--- config.mk ---
export PLATFORM = sky130hd
export DESIGN_NAME = hub_port_status_display
export DESIGN_NICKNAME = d
export VERILOG_FILES = /design/src/inc/hub_lamps_pkg.sv /design/src/hub_port_status_display.sv /design/src/lamp_stretch.sv /design/src/bar_meter.sv
export VERILOG_INCLUDE_DIRS = /design/src /design/src/inc
export SDC_FILE = /design/constraint.sdc
export NUM_CORES = 2
export LEC_CHECK = 0
export BUFFER_PORTS_ARGS = -buffer_cell sky130_fd_sc_hd__buf_2
export CORE_MARGIN = 2
export CORE_UTILIZATION = 25
export DETAILED_ROUTE_END_ITERATION = 8
export PLACE_DENSITY = 0.38
export SLEW_MARGIN = 0
export SYNTH_ARGS = -nofsm -noshare
export SYNTH_HDL_FRONTEND = slang
export SYNTH_HIERARCHICAL = 1
export SYNTH_SLANG_ARGS = --single-unit
--- constraint.sdc ---
create_clock -name clk_i -period 4.3 [get_ports clk_i]
set_clock_uncertainty 0.1 [all_clocks]
set_input_delay 0.43 -clock clk_i [delete_from_list [all_inputs] [get_ports clk_i]]
set_output_delay 0.43 -clock clk_i [all_outputs]
set_load 0.1 [all_outputs]
--- src/inc/hub_lamps_map.svh ---
/*
  Constants for the hub status display: register offsets, control bit
  positions, reset values, thresholds and timing figures.
  Assumes a 50 MHz system clock and a 10 Mbps shared medium.
*/
`ifndef HUB_LAMPS_MAP_SVH
`define HUB_LAMPS_MAP_SVH

`define NPORT          12
`define NEV            (`NPORT + 5)
`define BAR_LAMPS      8

// Register byte offsets
`define REG_CTRL       8'h00
`define REG_UNIT       8'h04
`define REG_MANPART    8'h08
`define REG_AUTOPART   8'h0C
`define REG_LINK       8'h10
`define REG_UTIL       8'h14
`define REG_COLS       8'h18
`define REG_ERRCNT     8'h1C

// Control register bits
`define CTRL_MASTER    0
`define CTRL_SLIP      1
`define CTRL_SEG       2
`define CTRL_LOCATE    3

// Reset values
`define CTRL_RST       4'h0
`define UNIT_RST       4'h0
`define MANPART_RST    12'h000

// Thresholds
`define ERR_LIMIT      5'h1F
`define LATE_COL_BIT   16'h0200
`define MIN_FRAME_BYTES 11'h040

// Timing, in milliseconds, kilo-units and collisions per second
`define CLK_KHZ        50000
`define WINDOW_MS      500
`define BLINK_MS       250
`define STRETCH_MS     50
`define LINK_KBPS      10000
`define COL_PER_S_STEP 10

`endif

--- src/inc/hub_lamps_pkg.sv ---
/*
  Types for the hub status display: mode enumeration and the state
  structs of each module. Assumes hub_lamps_map.svh on the include path.
*/
`include "hub_lamps_map.svh"

package hub_lamps_pkg;

  typedef enum logic [1:0] {
    MODE_SELFCHK = 2'h0,
    MODE_RUN     = 2'h1
  } mode_t;

  typedef struct packed {
    logic [24:0] cnt;
  } stretch_state_t;

  typedef struct packed {
    logic [24:0]            acc;
    logic [24:0]            total;
    logic [`BAR_LAMPS-1:0]  bar;
  } meter_state_t;

  typedef struct packed {
    mode_t                      mode;
    logic [24:0]                blink_cnt;
    logic                       blink;
    logic [24:0]                win_cnt;
    logic                       win;
    logic [3:0]                 ctrl;
    logic [3:0]                 unit;
    logic [`NPORT-1:0]          man_part;
    logic [`NPORT-1:0]          auto_part;
    logic [`NPORT-1:0][4:0]     err_cnt;
    logic [3:0][7:0]            ev_cnt;
    logic [`NPORT-1:0]          green;
    logic [`NPORT-1:0]          amber;
    logic [`NPORT-1:0]          port_tx;
    logic                       chain_tx;
    logic                       master;
    logic                       con;
    logic                       oob;
    logic                       fe;
    logic                       lc;
    logic                       runt;
    logic                       oth;
    logic                       col;
    logic [3:0]                 unit_num;
    logic                       unit_on;
    logic                       seg;
    logic                       in_arrow;
    logic                       out_arrow;
    logic                       ack;
    logic [31:0]                dat;
  } hub_state_t;

endpackage

--- src/hub_port_status_display.sv ---
/*
  Front-panel status logic of a stackable repeater hub: port lamps,
  partitioning, repeat enables, error lamps, bar graphs and stack lamps,
  with a classic Wishbone slave for management software.
  Assumes all inputs synchronous to clk_i; frame and collision inputs are
  one-cycle pulses from the repeater core; port_rx_i is a level.
*/
`timescale 1ns/1ps
`include "hub_lamps_map.svh"

module hub_port_status_display #(
  parameter logic [24:0] WINDOW_CYC  = 25'(`WINDOW_MS * `CLK_KHZ),
  parameter logic [24:0] BLINK_CYC   = 25'(`BLINK_MS * `CLK_KHZ),
  parameter logic [24:0] STRETCH_CYC = 25'(`STRETCH_MS * `CLK_KHZ)
)(
  input  wire logic                 clk_i,
  input  wire logic                 rst_i,
  input  wire logic                 wb_cyc_i,
  input  wire logic                 wb_stb_i,
  input  wire logic                 wb_we_i,
  input  wire logic [7:0]           wb_adr_i,
  input  wire logic [3:0]           wb_sel_i,
  input  wire logic [31:0]          wb_dat_i,
  output logic      [31:0]          wb_dat_o,
  output logic                      wb_ack_o,
  input  wire logic                 power_on_self_check_i,
  input  wire logic [`NPORT-1:0]    port_link_i,
  input  wire logic [`NPORT-1:0]    port_rx_i,
  input  wire logic [`NPORT-1:0]    port_col_i,
  input  wire logic [`NPORT-1:0]    port_line_err_i,
  input  wire logic [`NPORT-1:0]    port_rx_good_i,
  input  wire logic                 chain_rx_i,
  input  wire logic                 chain_in_present_i,
  input  wire logic                 chain_out_present_i,
  input  wire logic                 frame_done_i,
  input  wire logic [13:0]          frame_bits_i,
  input  wire logic                 frame_check_bad_i,
  input  wire logic                 other_err_i,
  input  wire logic                 col_i,
  input  wire logic [15:0]          col_bit_i,
  output logic [`NPORT-1:0]         port_green_o,
  output logic [`NPORT-1:0]         port_amber_o,
  output logic [`NPORT-1:0]         port_tx_o,
  output logic                      chain_tx_o,
  output logic                      master_lamp_o,
  output logic                      console_lamp_o,
  output logic                      oob_lamp_o,
  output logic                      frame_error_lamp_o,
  output logic                      late_col_lamp_o,
  output logic                      runt_lamp_o,
  output logic                      other_err_lamp_o,
  output logic                      col_lamp_o,
  output logic [`BAR_LAMPS-1:0]     util_bar_o,
  output logic [`BAR_LAMPS-1:0]     col_bar_o,
  output logic [3:0]                unit_number_display_o,
  output logic                      unit_display_on_o,
  output logic                      segmented_lamp_o,
  output logic                      chain_in_lamp_o,
  output logic                      chain_out_lamp_o
);

  localparam logic [24:0] UTIL_STEP = 25'(`LINK_KBPS * `WINDOW_MS / 8 / `BAR_LAMPS);
  localparam logic [24:0] COL_STEP  = 25'(`COL_PER_S_STEP * `WINDOW_MS / 1000);

  hub_lamps_pkg::hub_state_t s_reg;
  hub_lamps_pkg::hub_state_t s_next;

  logic [`NPORT-1:0]      src;
  logic                   fe_ev;
  logic                   runt_ev;
  logic                   late_ev;
  logic [`NEV-1:0]        ev;
  logic [`NEV-1:0]        held;
  logic [10:0]            util_add;
  logic [10:0]            col_add;
  logic [`BAR_LAMPS-1:0]  util_bar;
  logic [`BAR_LAMPS-1:0]  col_bar;
  logic [24:0]            util_total;
  logic [24:0]            col_total;

  // Byte-lane merge of a Wishbone write into a register image
  function automatic logic [31:0] wb_merge(input logic [31:0] old_v,
                                           input logic [31:0] new_v,
                                           input logic [3:0]  sel);
    logic [31:0] r;
    r = old_v;
    for (int b = 0; b < 4; b++) begin
      if (sel[b]) begin
        r[8*b +: 8] = new_v[8*b +: 8];
      end
    end
    return r;
  endfunction

  // Saturating event counter step
  function automatic logic [7:0] sat_inc(input logic [7:0] v, input logic hit);
    return (hit && v != 8'hFF) ? v + 8'h01 : v;
  endfunction

  // Manual partition refuses incoming traffic, auto partition does not
  assign src = port_rx_i & ~s_reg.man_part;

  assign fe_ev   = frame_done_i && (frame_check_bad_i || frame_bits_i[2:0] != 3'h0);
  assign runt_ev = frame_done_i && (frame_bits_i[13:3] < `MIN_FRAME_BYTES);
  assign late_ev = col_i && (col_bit_i > `LATE_COL_BIT);
  assign ev = {col_i, other_err_i, late_ev, runt_ev, fe_ev, src};

  // Every frame counts toward utilisation, valid or not
  assign util_add = frame_done_i ? frame_bits_i[13:3] : 11'h000;
  assign col_add  = {10'h000, col_i};

  genvar gi;
  generate
    for (gi = 0; gi < `NEV; gi++) begin : g_stretch
      lamp_stretch #(
        .CYC (STRETCH_CYC)
      ) u_stretch (
        .clk_i (clk_i),
        .rst_i (rst_i),
        .ev_i  (ev[gi]),
        .on_o  (held[gi])
      );
    end
  endgenerate

  bar_meter #(
    .STEP (UTIL_STEP)
  ) u_util (
    .clk_i   (clk_i),
    .rst_i   (rst_i),
    .win_i   (s_reg.win),
    .add_i   (util_add),
    .bar_o   (util_bar),
    .total_o (util_total)
  );

  bar_meter #(
    .STEP (COL_STEP)
  ) u_cols (
    .clk_i   (clk_i),
    .rst_i   (rst_i),
    .win_i   (s_reg.win),
    .add_i   (col_add),
    .bar_o   (col_bar),
    .total_o (col_total)
  );

  always_comb begin
    logic [31:0] w;
    logic        acc;
    logic        others;
    w = 32'h00000000;
    acc = wb_cyc_i && wb_stb_i && !s_reg.ack;
    others = 1'b0;
    s_next = s_reg;

    // Timebases
    if (s_reg.blink_cnt >= BLINK_CYC - 25'h0000001) begin
      s_next.blink_cnt = 25'h0000000;
      s_next.blink = !s_reg.blink;
    end else begin
      s_next.blink_cnt = s_reg.blink_cnt + 25'h0000001;
    end
    s_next.win = 1'b0;
    if (s_reg.win_cnt >= WINDOW_CYC - 25'h0000001) begin
      s_next.win_cnt = 25'h0000000;
      s_next.win = 1'b1;
    end else begin
      s_next.win_cnt = s_reg.win_cnt + 25'h0000001;
    end

    // Self-check gate for the port lamps
    case (s_reg.mode)
      hub_lamps_pkg::MODE_SELFCHK: begin
        if (power_on_self_check_i) begin
          s_next.mode = hub_lamps_pkg::MODE_RUN;
        end
      end
      hub_lamps_pkg::MODE_RUN: begin
        s_next.mode = hub_lamps_pkg::MODE_RUN;
      end
      default: begin
        s_next.mode = hub_lamps_pkg::MODE_SELFCHK;
      end
    endcase

    // Auto partition; an error in the same cycle as a good packet wins
    for (int i = 0; i < `NPORT; i++) begin
      if (port_col_i[i] || port_line_err_i[i]) begin
        if (s_reg.err_cnt[i] != `ERR_LIMIT) begin
          s_next.err_cnt[i] = s_reg.err_cnt[i] + 5'h01;
        end
        if (s_reg.err_cnt[i] >= `ERR_LIMIT - 5'h01) begin
          s_next.auto_part[i] = 1'b1;
        end
      end else if (port_rx_good_i[i]) begin
        s_next.err_cnt[i] = 5'h00;
        s_next.auto_part[i] = 1'b0;
      end
    end

    // Repeat enables
    for (int i = 0; i < `NPORT; i++) begin
      others = ((src & ~(`NPORT'(1) << i)) != '0)
             || (chain_rx_i && !s_reg.ctrl[`CTRL_SEG]);
      s_next.port_tx[i] = others && port_link_i[i]
                        && !s_reg.auto_part[i] && !s_reg.man_part[i];
    end
    s_next.chain_tx = (src != '0) && !s_reg.ctrl[`CTRL_SEG];

    // Port lamps, highest priority first
    for (int i = 0; i < `NPORT; i++) begin
      s_next.green[i] = 1'b0;
      s_next.amber[i] = 1'b0;
      if (s_reg.mode != hub_lamps_pkg::MODE_RUN) begin
        s_next.green[i] = 1'b1;
      end else if (s_reg.man_part[i]) begin
        s_next.amber[i] = 1'b1;
      end else if (s_reg.auto_part[i]) begin
        s_next.amber[i] = s_reg.blink;
      end else if (port_link_i[i] && held[i]) begin
        s_next.green[i] = s_reg.blink;
      end else begin
        s_next.green[i] = port_link_i[i];
      end
    end

    // Unit lamps
    s_next.master = s_reg.ctrl[`CTRL_MASTER];
    s_next.con = !s_reg.ctrl[`CTRL_SLIP];
    s_next.oob = s_reg.ctrl[`CTRL_SLIP];
    s_next.fe = held[`NPORT];
    s_next.runt = held[`NPORT+1];
    s_next.lc = held[`NPORT+2];
    s_next.oth = held[`NPORT+3];
    s_next.col = held[`NPORT+4] && s_reg.blink;
    s_next.unit_num = s_reg.unit;
    s_next.unit_on = !s_reg.ctrl[`CTRL_LOCATE] || s_reg.blink;
    s_next.seg = s_reg.ctrl[`CTRL_SEG];
    s_next.in_arrow = chain_in_present_i;
    s_next.out_arrow = chain_out_present_i;

    // Error tallies; a hit in the clearing cycle is kept
    for (int k = 0; k < 4; k++) begin
      s_next.ev_cnt[k] = sat_inc(s_reg.ev_cnt[k], ev[`NPORT + k]);
    end

    // Wishbone slave: one access per request, answer on the next edge
    s_next.ack = acc;
    if (acc) begin
      s_next.dat = 32'h00000000;
      if (wb_we_i) begin
        case ({wb_adr_i[7:2], 2'h0})
          `REG_CTRL: begin
            w = wb_merge({28'h0000000, s_reg.ctrl}, wb_dat_i, wb_sel_i);
            s_next.ctrl = w[3:0];
          end
          `REG_UNIT: begin
            w = wb_merge({28'h0000000, s_reg.unit}, wb_dat_i, wb_sel_i);
            s_next.unit = w[3:0];
          end
          `REG_MANPART: begin
            w = wb_merge({20'h00000, s_reg.man_part}, wb_dat_i, wb_sel_i);
            s_next.man_part = w[`NPORT-1:0];
          end
          `REG_ERRCNT: begin
            for (int k = 0; k < 4; k++) begin
              if (wb_sel_i[k]) begin
                s_next.ev_cnt[k] = ev[`NPORT + k] ? 8'h01 : 8'h00;
              end
            end
          end
          default: begin
            s_next.dat = 32'h00000000;
          end
        endcase
      end else begin
        case ({wb_adr_i[7:2], 2'h0})
          `REG_CTRL:     s_next.dat = {28'h0000000, s_reg.ctrl};
          `REG_UNIT:     s_next.dat = {28'h0000000, s_reg.unit};
          `REG_MANPART:  s_next.dat = {20'h00000, s_reg.man_part};
          `REG_AUTOPART: s_next.dat = {20'h00000, s_reg.auto_part};
          `REG_LINK:     s_next.dat = {20'h00000, port_link_i};
          `REG_UTIL:     s_next.dat = {7'h00, util_total};
          `REG_COLS:     s_next.dat = {7'h00, col_total};
          `REG_ERRCNT:   s_next.dat = s_reg.ev_cnt;
          default:       s_next.dat = 32'h00000000;
        endcase
      end
    end
  end

  // Struct reset also clears lamp and bus outputs
  always_ff @(posedge clk_i) begin
    if (rst_i) begin
      s_reg <= '0;
      s_reg.mode <= hub_lamps_pkg::MODE_SELFCHK;
      s_reg.ctrl <= `CTRL_RST;
      s_reg.unit <= `UNIT_RST;
      s_reg.man_part <= `MANPART_RST;
    end else begin
      s_reg <= s_next;
    end
  end

  assign wb_dat_o = s_reg.dat;
  assign wb_ack_o = s_reg.ack;
  assign port_green_o = s_reg.green;
  assign port_amber_o = s_reg.amber;
  assign port_tx_o = s_reg.port_tx;
  assign chain_tx_o = s_reg.chain_tx;
  assign master_lamp_o = s_reg.master;
  assign console_lamp_o = s_reg.con;
  assign oob_lamp_o = s_reg.oob;
  assign frame_error_lamp_o = s_reg.fe;
  assign late_col_lamp_o = s_reg.lc;
  assign runt_lamp_o = s_reg.runt;
  assign other_err_lamp_o = s_reg.oth;
  assign col_lamp_o = s_reg.col;
  assign util_bar_o = util_bar;
  assign col_bar_o = col_bar;
  assign unit_number_display_o = s_reg.unit_num;
  assign unit_display_on_o = s_reg.unit_on;
  assign segmented_lamp_o = s_reg.seg;
  assign chain_in_lamp_o = s_reg.in_arrow;
  assign chain_out_lamp_o = s_reg.out_arrow;

endmodule

--- src/lamp_stretch.sv ---
/*
  Stretches a pulse or level to a minimum visible on-time.
  Assumes the event input is synchronous to clk_i.
*/
`timescale 1ns/1ps
`include "hub_lamps_map.svh"

module lamp_stretch #(
  parameter logic [24:0] CYC = 25'h0000001
)(
  input  wire logic clk_i,
  input  wire logic rst_i,
  input  wire logic ev_i,
  output logic      on_o
);

  hub_lamps_pkg::stretch_state_t s_reg;
  hub_lamps_pkg::stretch_state_t s_next;

  always_comb begin
    s_next = s_reg;
    if (ev_i) begin
      s_next.cnt = CYC;
    end else if (s_reg.cnt != 25'h0000000) begin
      s_next.cnt = s_reg.cnt - 25'h0000001;
    end
  end

  always_ff @(posedge clk_i) begin
    if (rst_i) begin
      s_reg <= '0;
    end else begin
      s_reg <= s_next;
    end
  end

  assign on_o = (s_reg.cnt != 25'h0000000);

endmodule

--- src/bar_meter.sv ---
/*
  Accumulates an amount over a measuring window and latches a thermometer
  bar and the window total at each window pulse.
  Assumes win_i is a one-cycle pulse from the parent's window timer.
*/
`timescale 1ns/1ps
`include "hub_lamps_map.svh"

module bar_meter #(
  parameter logic [24:0] STEP = 25'h0000001
)(
  input  wire logic                  clk_i,
  input  wire logic                  rst_i,
  input  wire logic                  win_i,
  input  wire logic [10:0]           add_i,
  output logic [`BAR_LAMPS-1:0]      bar_o,
  output logic [24:0]                total_o
);

  hub_lamps_pkg::meter_state_t s_reg;
  hub_lamps_pkg::meter_state_t s_next;

  always_comb begin
    logic [24:0] sum;
    sum = s_reg.acc + {14'h0000, add_i};
    s_next = s_reg;
    s_next.acc = sum;
    if (win_i) begin
      s_next.acc = 25'h0000000;
      s_next.total = sum;
      for (int k = 0; k < `BAR_LAMPS; k++) begin
        s_next.bar[k] = (sum >= 25'(STEP * 25'(k + 1)));
      end
    end
  end

  always_ff @(posedge clk_i) begin
    if (rst_i) begin
      s_reg <= '0;
    end else begin
      s_reg <= s_next;
    end
  end

  assign bar_o = s_reg.bar;
  assign total_o = s_reg.total;

endmodule

# Word level (Yosys, flattened, before mapping)
# Cells that the tools add are included.
# Widths: inputs -> output; s select.
[word_totals]
reg_bits = 805
mem_bits_ro = 0
mem_bits_rw = 0
in_bits = 147
word_cells = 642
n_memories = 0
out_inout_bits = 102
latchBits = 0
[op_classes]
n_lt_le_gt_ge = 32
n_eq_ne = 50
addsub = 37
n_mul = 0
bitwise_logic = 2
n_reduce_logical = 226
mux = 199
shift = 0
div = 0
[ops]
columns = ["operator", "count"]
rows = [
  ["$mux 22", 34],
  ["$reduce_bool 25->1", 17],
  ["$sub 25x1->25 const B", 17],
  ["$pmux 32 s8", 1],
  ["$mux 5", 36],
  ["$reduce_bool 12->1", 13],
  ["$mux 32", 4],
  ["$mux 1", 113],
  ["$ge 25x19->1 const B", 3],
  ["$ge 25x5->1 const B", 3],
  ["$mux 8", 8],
  ["$add 5x1->5 const B", 12],
  ["$ge 5x5->1 const B", 12],
  ["$logic_and 1x1->1", 60],
  ["$ne 5x5->1 const B", 12],
  ["$reduce_bool 2->1", 29],
  ["$add 25x1->25 const B", 2],
  ["$ge 25x18->1 const B", 2],
  ["$ge 25x20->1 const B", 2],
  ["$ge 25x4->1 const B", 2],
  ["$ge 25x6->1 const B", 2],
  ["$ne 2x1->1 const B", 25],
  ["$reduce_and 2->1", 24],
  ["$reduce_or 2->1", 21],
  ["other kinds (26)", 92],
]

# Longest topological paths before layout
[logic_depth]
word_depth = 9
mapped_depth = 13
mapped_depth_nobuf = 11

# Hierarchy
# The synthesis kept the hierarchy.
[by_module_without_submodules]
columns = ["mod", "seq_area_each_um2", "cells_each", "area_each_um2", "instances"]
rows = [
  ["lamp_stretch", 500.5, 152, 1297.5, 17],
  ["hub_port_status_display", 5265.0, 1493, 12897.4, 1],
  ["bar_meter (u_util)", 1161.1, 414, 3482.1, 1],
  ["bar_meter (u_cols)", 1161.1, 388, 3304.4, 1],
]

# Worst setup path after synthesis
# No wires, ideal clock.
[synth_timing]
kind = "input-to-reg"
start = "in frame_done_i"
end = "reg u_util.s_reg (netlist bit u_util/bar_o[7])"
path_slack_ps = 752
required_time_ps = 4109
n_path_buf = 1
stages = 12
setup_time_ps = 91
arrival_ps = 3357
cell_sequence = "clkbuf_1 > and2_1 > ha_1 > fa_1 > a211oi_4 > nor2_2 > o311ai_4 > a21oi_2 > xnor2_2 > nand3_1 > or4b_1 > a311oi_1"
[synth_via]
elab_chain_cells = 3
[synth_rtl]
columns = ["element", "line_no", "text"]
rows = [
  ["start, declared", "hub_port_status_display.sv:35", "input wire logic frame_done_i,"],
  ["$mux 11", "hub_port_status_display.sv:109", "assign util_add = frame_done_i ? frame_bits_i[13:3] : 11'h000;"],
  ["net util_add[0]", "hub_port_status_display.sv:74", "logic [10:0] util_add;"],
  ["$add 25x11->25", "bar_meter.sv:25", "sum = s_reg.acc + {14'h0000, add_i};"],
  ["$ge 25x20->1", "bar_meter.sv:32", "s_next.bar[k] = (sum >= 25'(STEP * 25'(k + 1)));"],
  ["end signal, assigned", "bar_meter.sv:41", "s_reg <= s_next;"],
  ["end, declared", "bar_meter.sv:20", "hub_lamps_pkg::meter_state_t s_reg;"],
]
# The timed path passes the listed nets, and every way through them passes these cells.
# A chain may end at the register's enable or synchronous reset.

# Final worst setup path
[layout_timing]
start = "reg u_util/s_reg[33] (netlist name)"
end = "reg u_util.s_reg (netlist bit u_util/bar_o[6])"
[layout_via]
elab_chain_cells = 2
[layout_rtl]
columns = ["element", "line_no"]
rows = [
  ["$add 25x11->25", "bar_meter.sv:25"],
  ["$ge 25x20->1", "bar_meter.sv:32"],
]
# Every way passes these cells.

==> summary.md <==
| Metric | Value |
|---|---|
| Count of different cell masters after synthesis | 100 |
| Critical R2R Launch | u_util/s_reg[33] |
| Hold WC Path Type | in2reg |
| Fin. max-slew vios | 0 |
| Post-synthesis cell count | just under 5000 |
| Initial DRC count | roughly 2400 |
| Die ar. | 170000 µm² |
| Layout area overhead | 15.4% |
| CP Capture Type | flip-flop |
| Grt total ovfl | 0 |
| Die height | approximately 410 µm |
| Vias in the first global route | between 30000 and 40000 |
| RSZ-0062 raised after global routing | no |
| Final Cycle Share | between 80% and 90% |
| Port Buffers | approximately 230 |
| Fillers | approximately 18000 |
| Required @ worst endpoint | 4.79 ns |
| Largest net degree at the start of global routing | between 100 and 150 |
| Hpwl dp | approximately 95000 µm |
| Critical path class | reg2reg |
| Drt wl/cell | 18.5 µm |
| Boundary pin count | around 250 |
| Outcome | complete, no violations |
| Flops & latches, synth | about 800 |
| Fin. Hold Viols | 0 |
| Hold Crit Start | port_col_i[6] |
| Hold Path Cell Cnt | 4 |
| Fin crit period | about 3.5 ns |
| Finished Cell Area | 48200 µm² |
| Ys Warns | 6 |
| First-pass GRT wire length | 206000 µm |
| Gp weighted congestion | 0.813 |
| F_max | roughly 280 MHz |
| Worst Tran Pin Value | 1.07 ns |
| Fin Setup TNS | 0 ns |
| Max-cap violations | 0 |
| Post-synth top flop | dfxtp_1 |
| WHS Endpoint | s_reg[151] |
| Fin Hold WS | 0.0692 ns |
| Vias | 36578 |
| Cts bufs inserted | 102 |
| DRC | 0 |
| Post-Syn Area per Cell | 8.56 µm² |
| Dpl cell area | 44100 µm² |
| Clock Sinks | approximately 800 |
| Setup Viol. Count Final | 0 |
| CP startpoint kind | flip-flop |
| Ys async rst share | 0% |
| Nets@finish | between 5000 and 6000 |
| Starting Density | about 25% |
| Largest register FFs | 425 |
| Clock transition at path regs | 0.06 ns |
| Reg2reg end | u_util/bar_o[6] |
| Die Span X | just over 400 µm |
| Antenna Violating Nets Remaining | 0 |
| Pwr Density | roughly 440 nW/µm² |
| Area of the mapped netlist | between 40000 and 50000 µm² |
| Slew headroom | ~28% |
| Vias per cell | between 5 and 6 |
| Clock Path Buffers | 3 |
| Data arrival, critical path | about 4 ns |
| Core Area | roughly 170000 µm² |
| Clock Tree Root | clkbuf_16 |
| Gr usage total | 15.3% |
| Clk_lat worst skew | 0.72 ns |
| R2R Setup Slk | ~0.76 ns |
| Sequential fraction of the synthesis area | 38.6% |
| Site Rows | between 100 and 150 |
| Max H-tree Level | 3 |
| Initial antenna violation count | 12 |
| DRT Wirelength | 134000 µm |
| Share of layout cells above drive strength 1 | between 10% and 20% |
| Cts repair resizes | 0 |
| Post-synth EDFFs | 0 |
| Peak VDD IR | 0.310 mV |
| CTS tree | done |
| Worst r2r path cells | 11 |
| Hold Buf Count CTS | 47 |
| Drt pass-1 iters | 5 |
| Setup bufs post-CTS | 0 |
| Static Leak | ~18 nW |
| Largest fanout on the critical path | 5 |
-- where the power goes --
group          internal, mW  switching, mW  leakage, nW  total [mW]
logic                  1.40           2.49         9.27        3.89
registers              7.85          0.371         6.57        8.22
clock network          5.49           3.61         1.76        9.10
total                  14.7           6.47         17.6        21.2
-- critical path: stages (launching register included) --
cell and delay (ns):
dfxtp_1 0.30, ha_1 0.22, fa_1 0.48, a211oi_4 0.32
nor2_2 0.12, o311ai_4 0.36, buf_4 0.22, a2111oi_1 0.09
xnor2_1 0.37, nand4_1 0.30, nor4_1 0.41, a211oi_1 0.12
-- worst max-delay path by stage --
stage	start	to	slack (ns)
floorplan	frame_done_i	u_util/bar_o[7]	0.75
global placement	frame_done_i	u_util/bar_o[6]	0.36
detailed placement	frame_done_i	u_util/bar_o[6]	0.40
CTS	u_util/s_reg[33]	u_util/bar_o[6]	0.82
global route	u_util/s_reg[33]	u_util/bar_o[6]	0.59
finish	u_util/s_reg[33]	u_util/bar_o[6]	0.76
-- kinds of logic after synthesis --
logic type      synth area share (%)
simple gates                    27.8
compound gates                  18.6
flops                           38.6
buf+inv                         6.21
xor+xnor                        2.83
mux                             2.99
fa+ha+maj                       3.03
other cells                  0.00898
-- per-layer routing --
metal,GRT usage (%),up-vias,part of all wire (%)
met2,22.5,613,42
met1,22.1,17461,50
met3,3.47,179,5.6
met5,0,-,0.060
met4,4.59,12,2.8
li1,-,18313,-
-- stage by stage --
stage	power (mW)	instances	util, %	setup slack, ns
4_1_cts	21.6	7233	29.1	0.824
6_report	21.2	7239	29.1	0.764
2_1_floorplan	11.2	4890	-	0.752
3_5_place_dp	12.2	6997	26.7	0.403
3_3_place_gp	12.2	6997	26.7	0.360
5_1_grt	22.4	7234	29.1	0.587
-- final cells by class --
cell class                      count  area, µm²  area share, %
Antenna cell                        6       15.0         0.0312
Clock buffer                      147       2990           6.21
Clock inverter                     42        557           1.16
Inverter                          163        612           1.27
Multi-Input combinational cell   3557      23100           47.9
Sequential cell                   804      16100           33.4
Tap cell                         2189       2740           5.68
Timing Repair Buffer              331       2070           4.30
-- cells in the mapped netlist (74+ instances only) --
| library cell | count | area, µm² |
|---|---|---|
| a211oi_1 | 143 | 1070 |
| a21oi_1 | 352 | 1760 |
| a31oi_1 | 97 | 607 |
| buf_4 | 140 | 1050 |
| clkbuf_1 | 160 | 601 |
| dfxtp_1 | 804 | 16100 |
| ha_1 | 98 | 1230 |
| inv_1 | 162 | 608 |
| nand2_1 | 189 | 709 |
| nand3_1 | 111 | 556 |
| nor2_1 | 521 | 1960 |
| nor3_1 | 177 | 886 |
| nor4_1 | 115 | 719 |
| o21ai_0 | 163 | 816 |
| o31ai_1 | 110 | 826 |
| or2_2 | 83 | 519 |
| or3_1 | 216 | 1350 |
| or4_1 | 190 | 1430 |
| xnor2_1 | 74 | 648 |
-- layout by cell type, fill, tap and decap left out, types with 97 or more instances in the layout --
cell type  count
dfxtp_1      803
nor2_1       521
a21oi_1      352
buf_2        225
or3_1        216
or4_1        190
nand2_1      189
nor3_1       177
o21ai_0      163
inv_1        162
a211oi_1     143
nor4_1       115
nand3_1      111
o31ai_1      110
clkbuf_16    104
ha_1          98
a31oi_1       97
No activity file was read; power rests on OpenSTA's default activity.
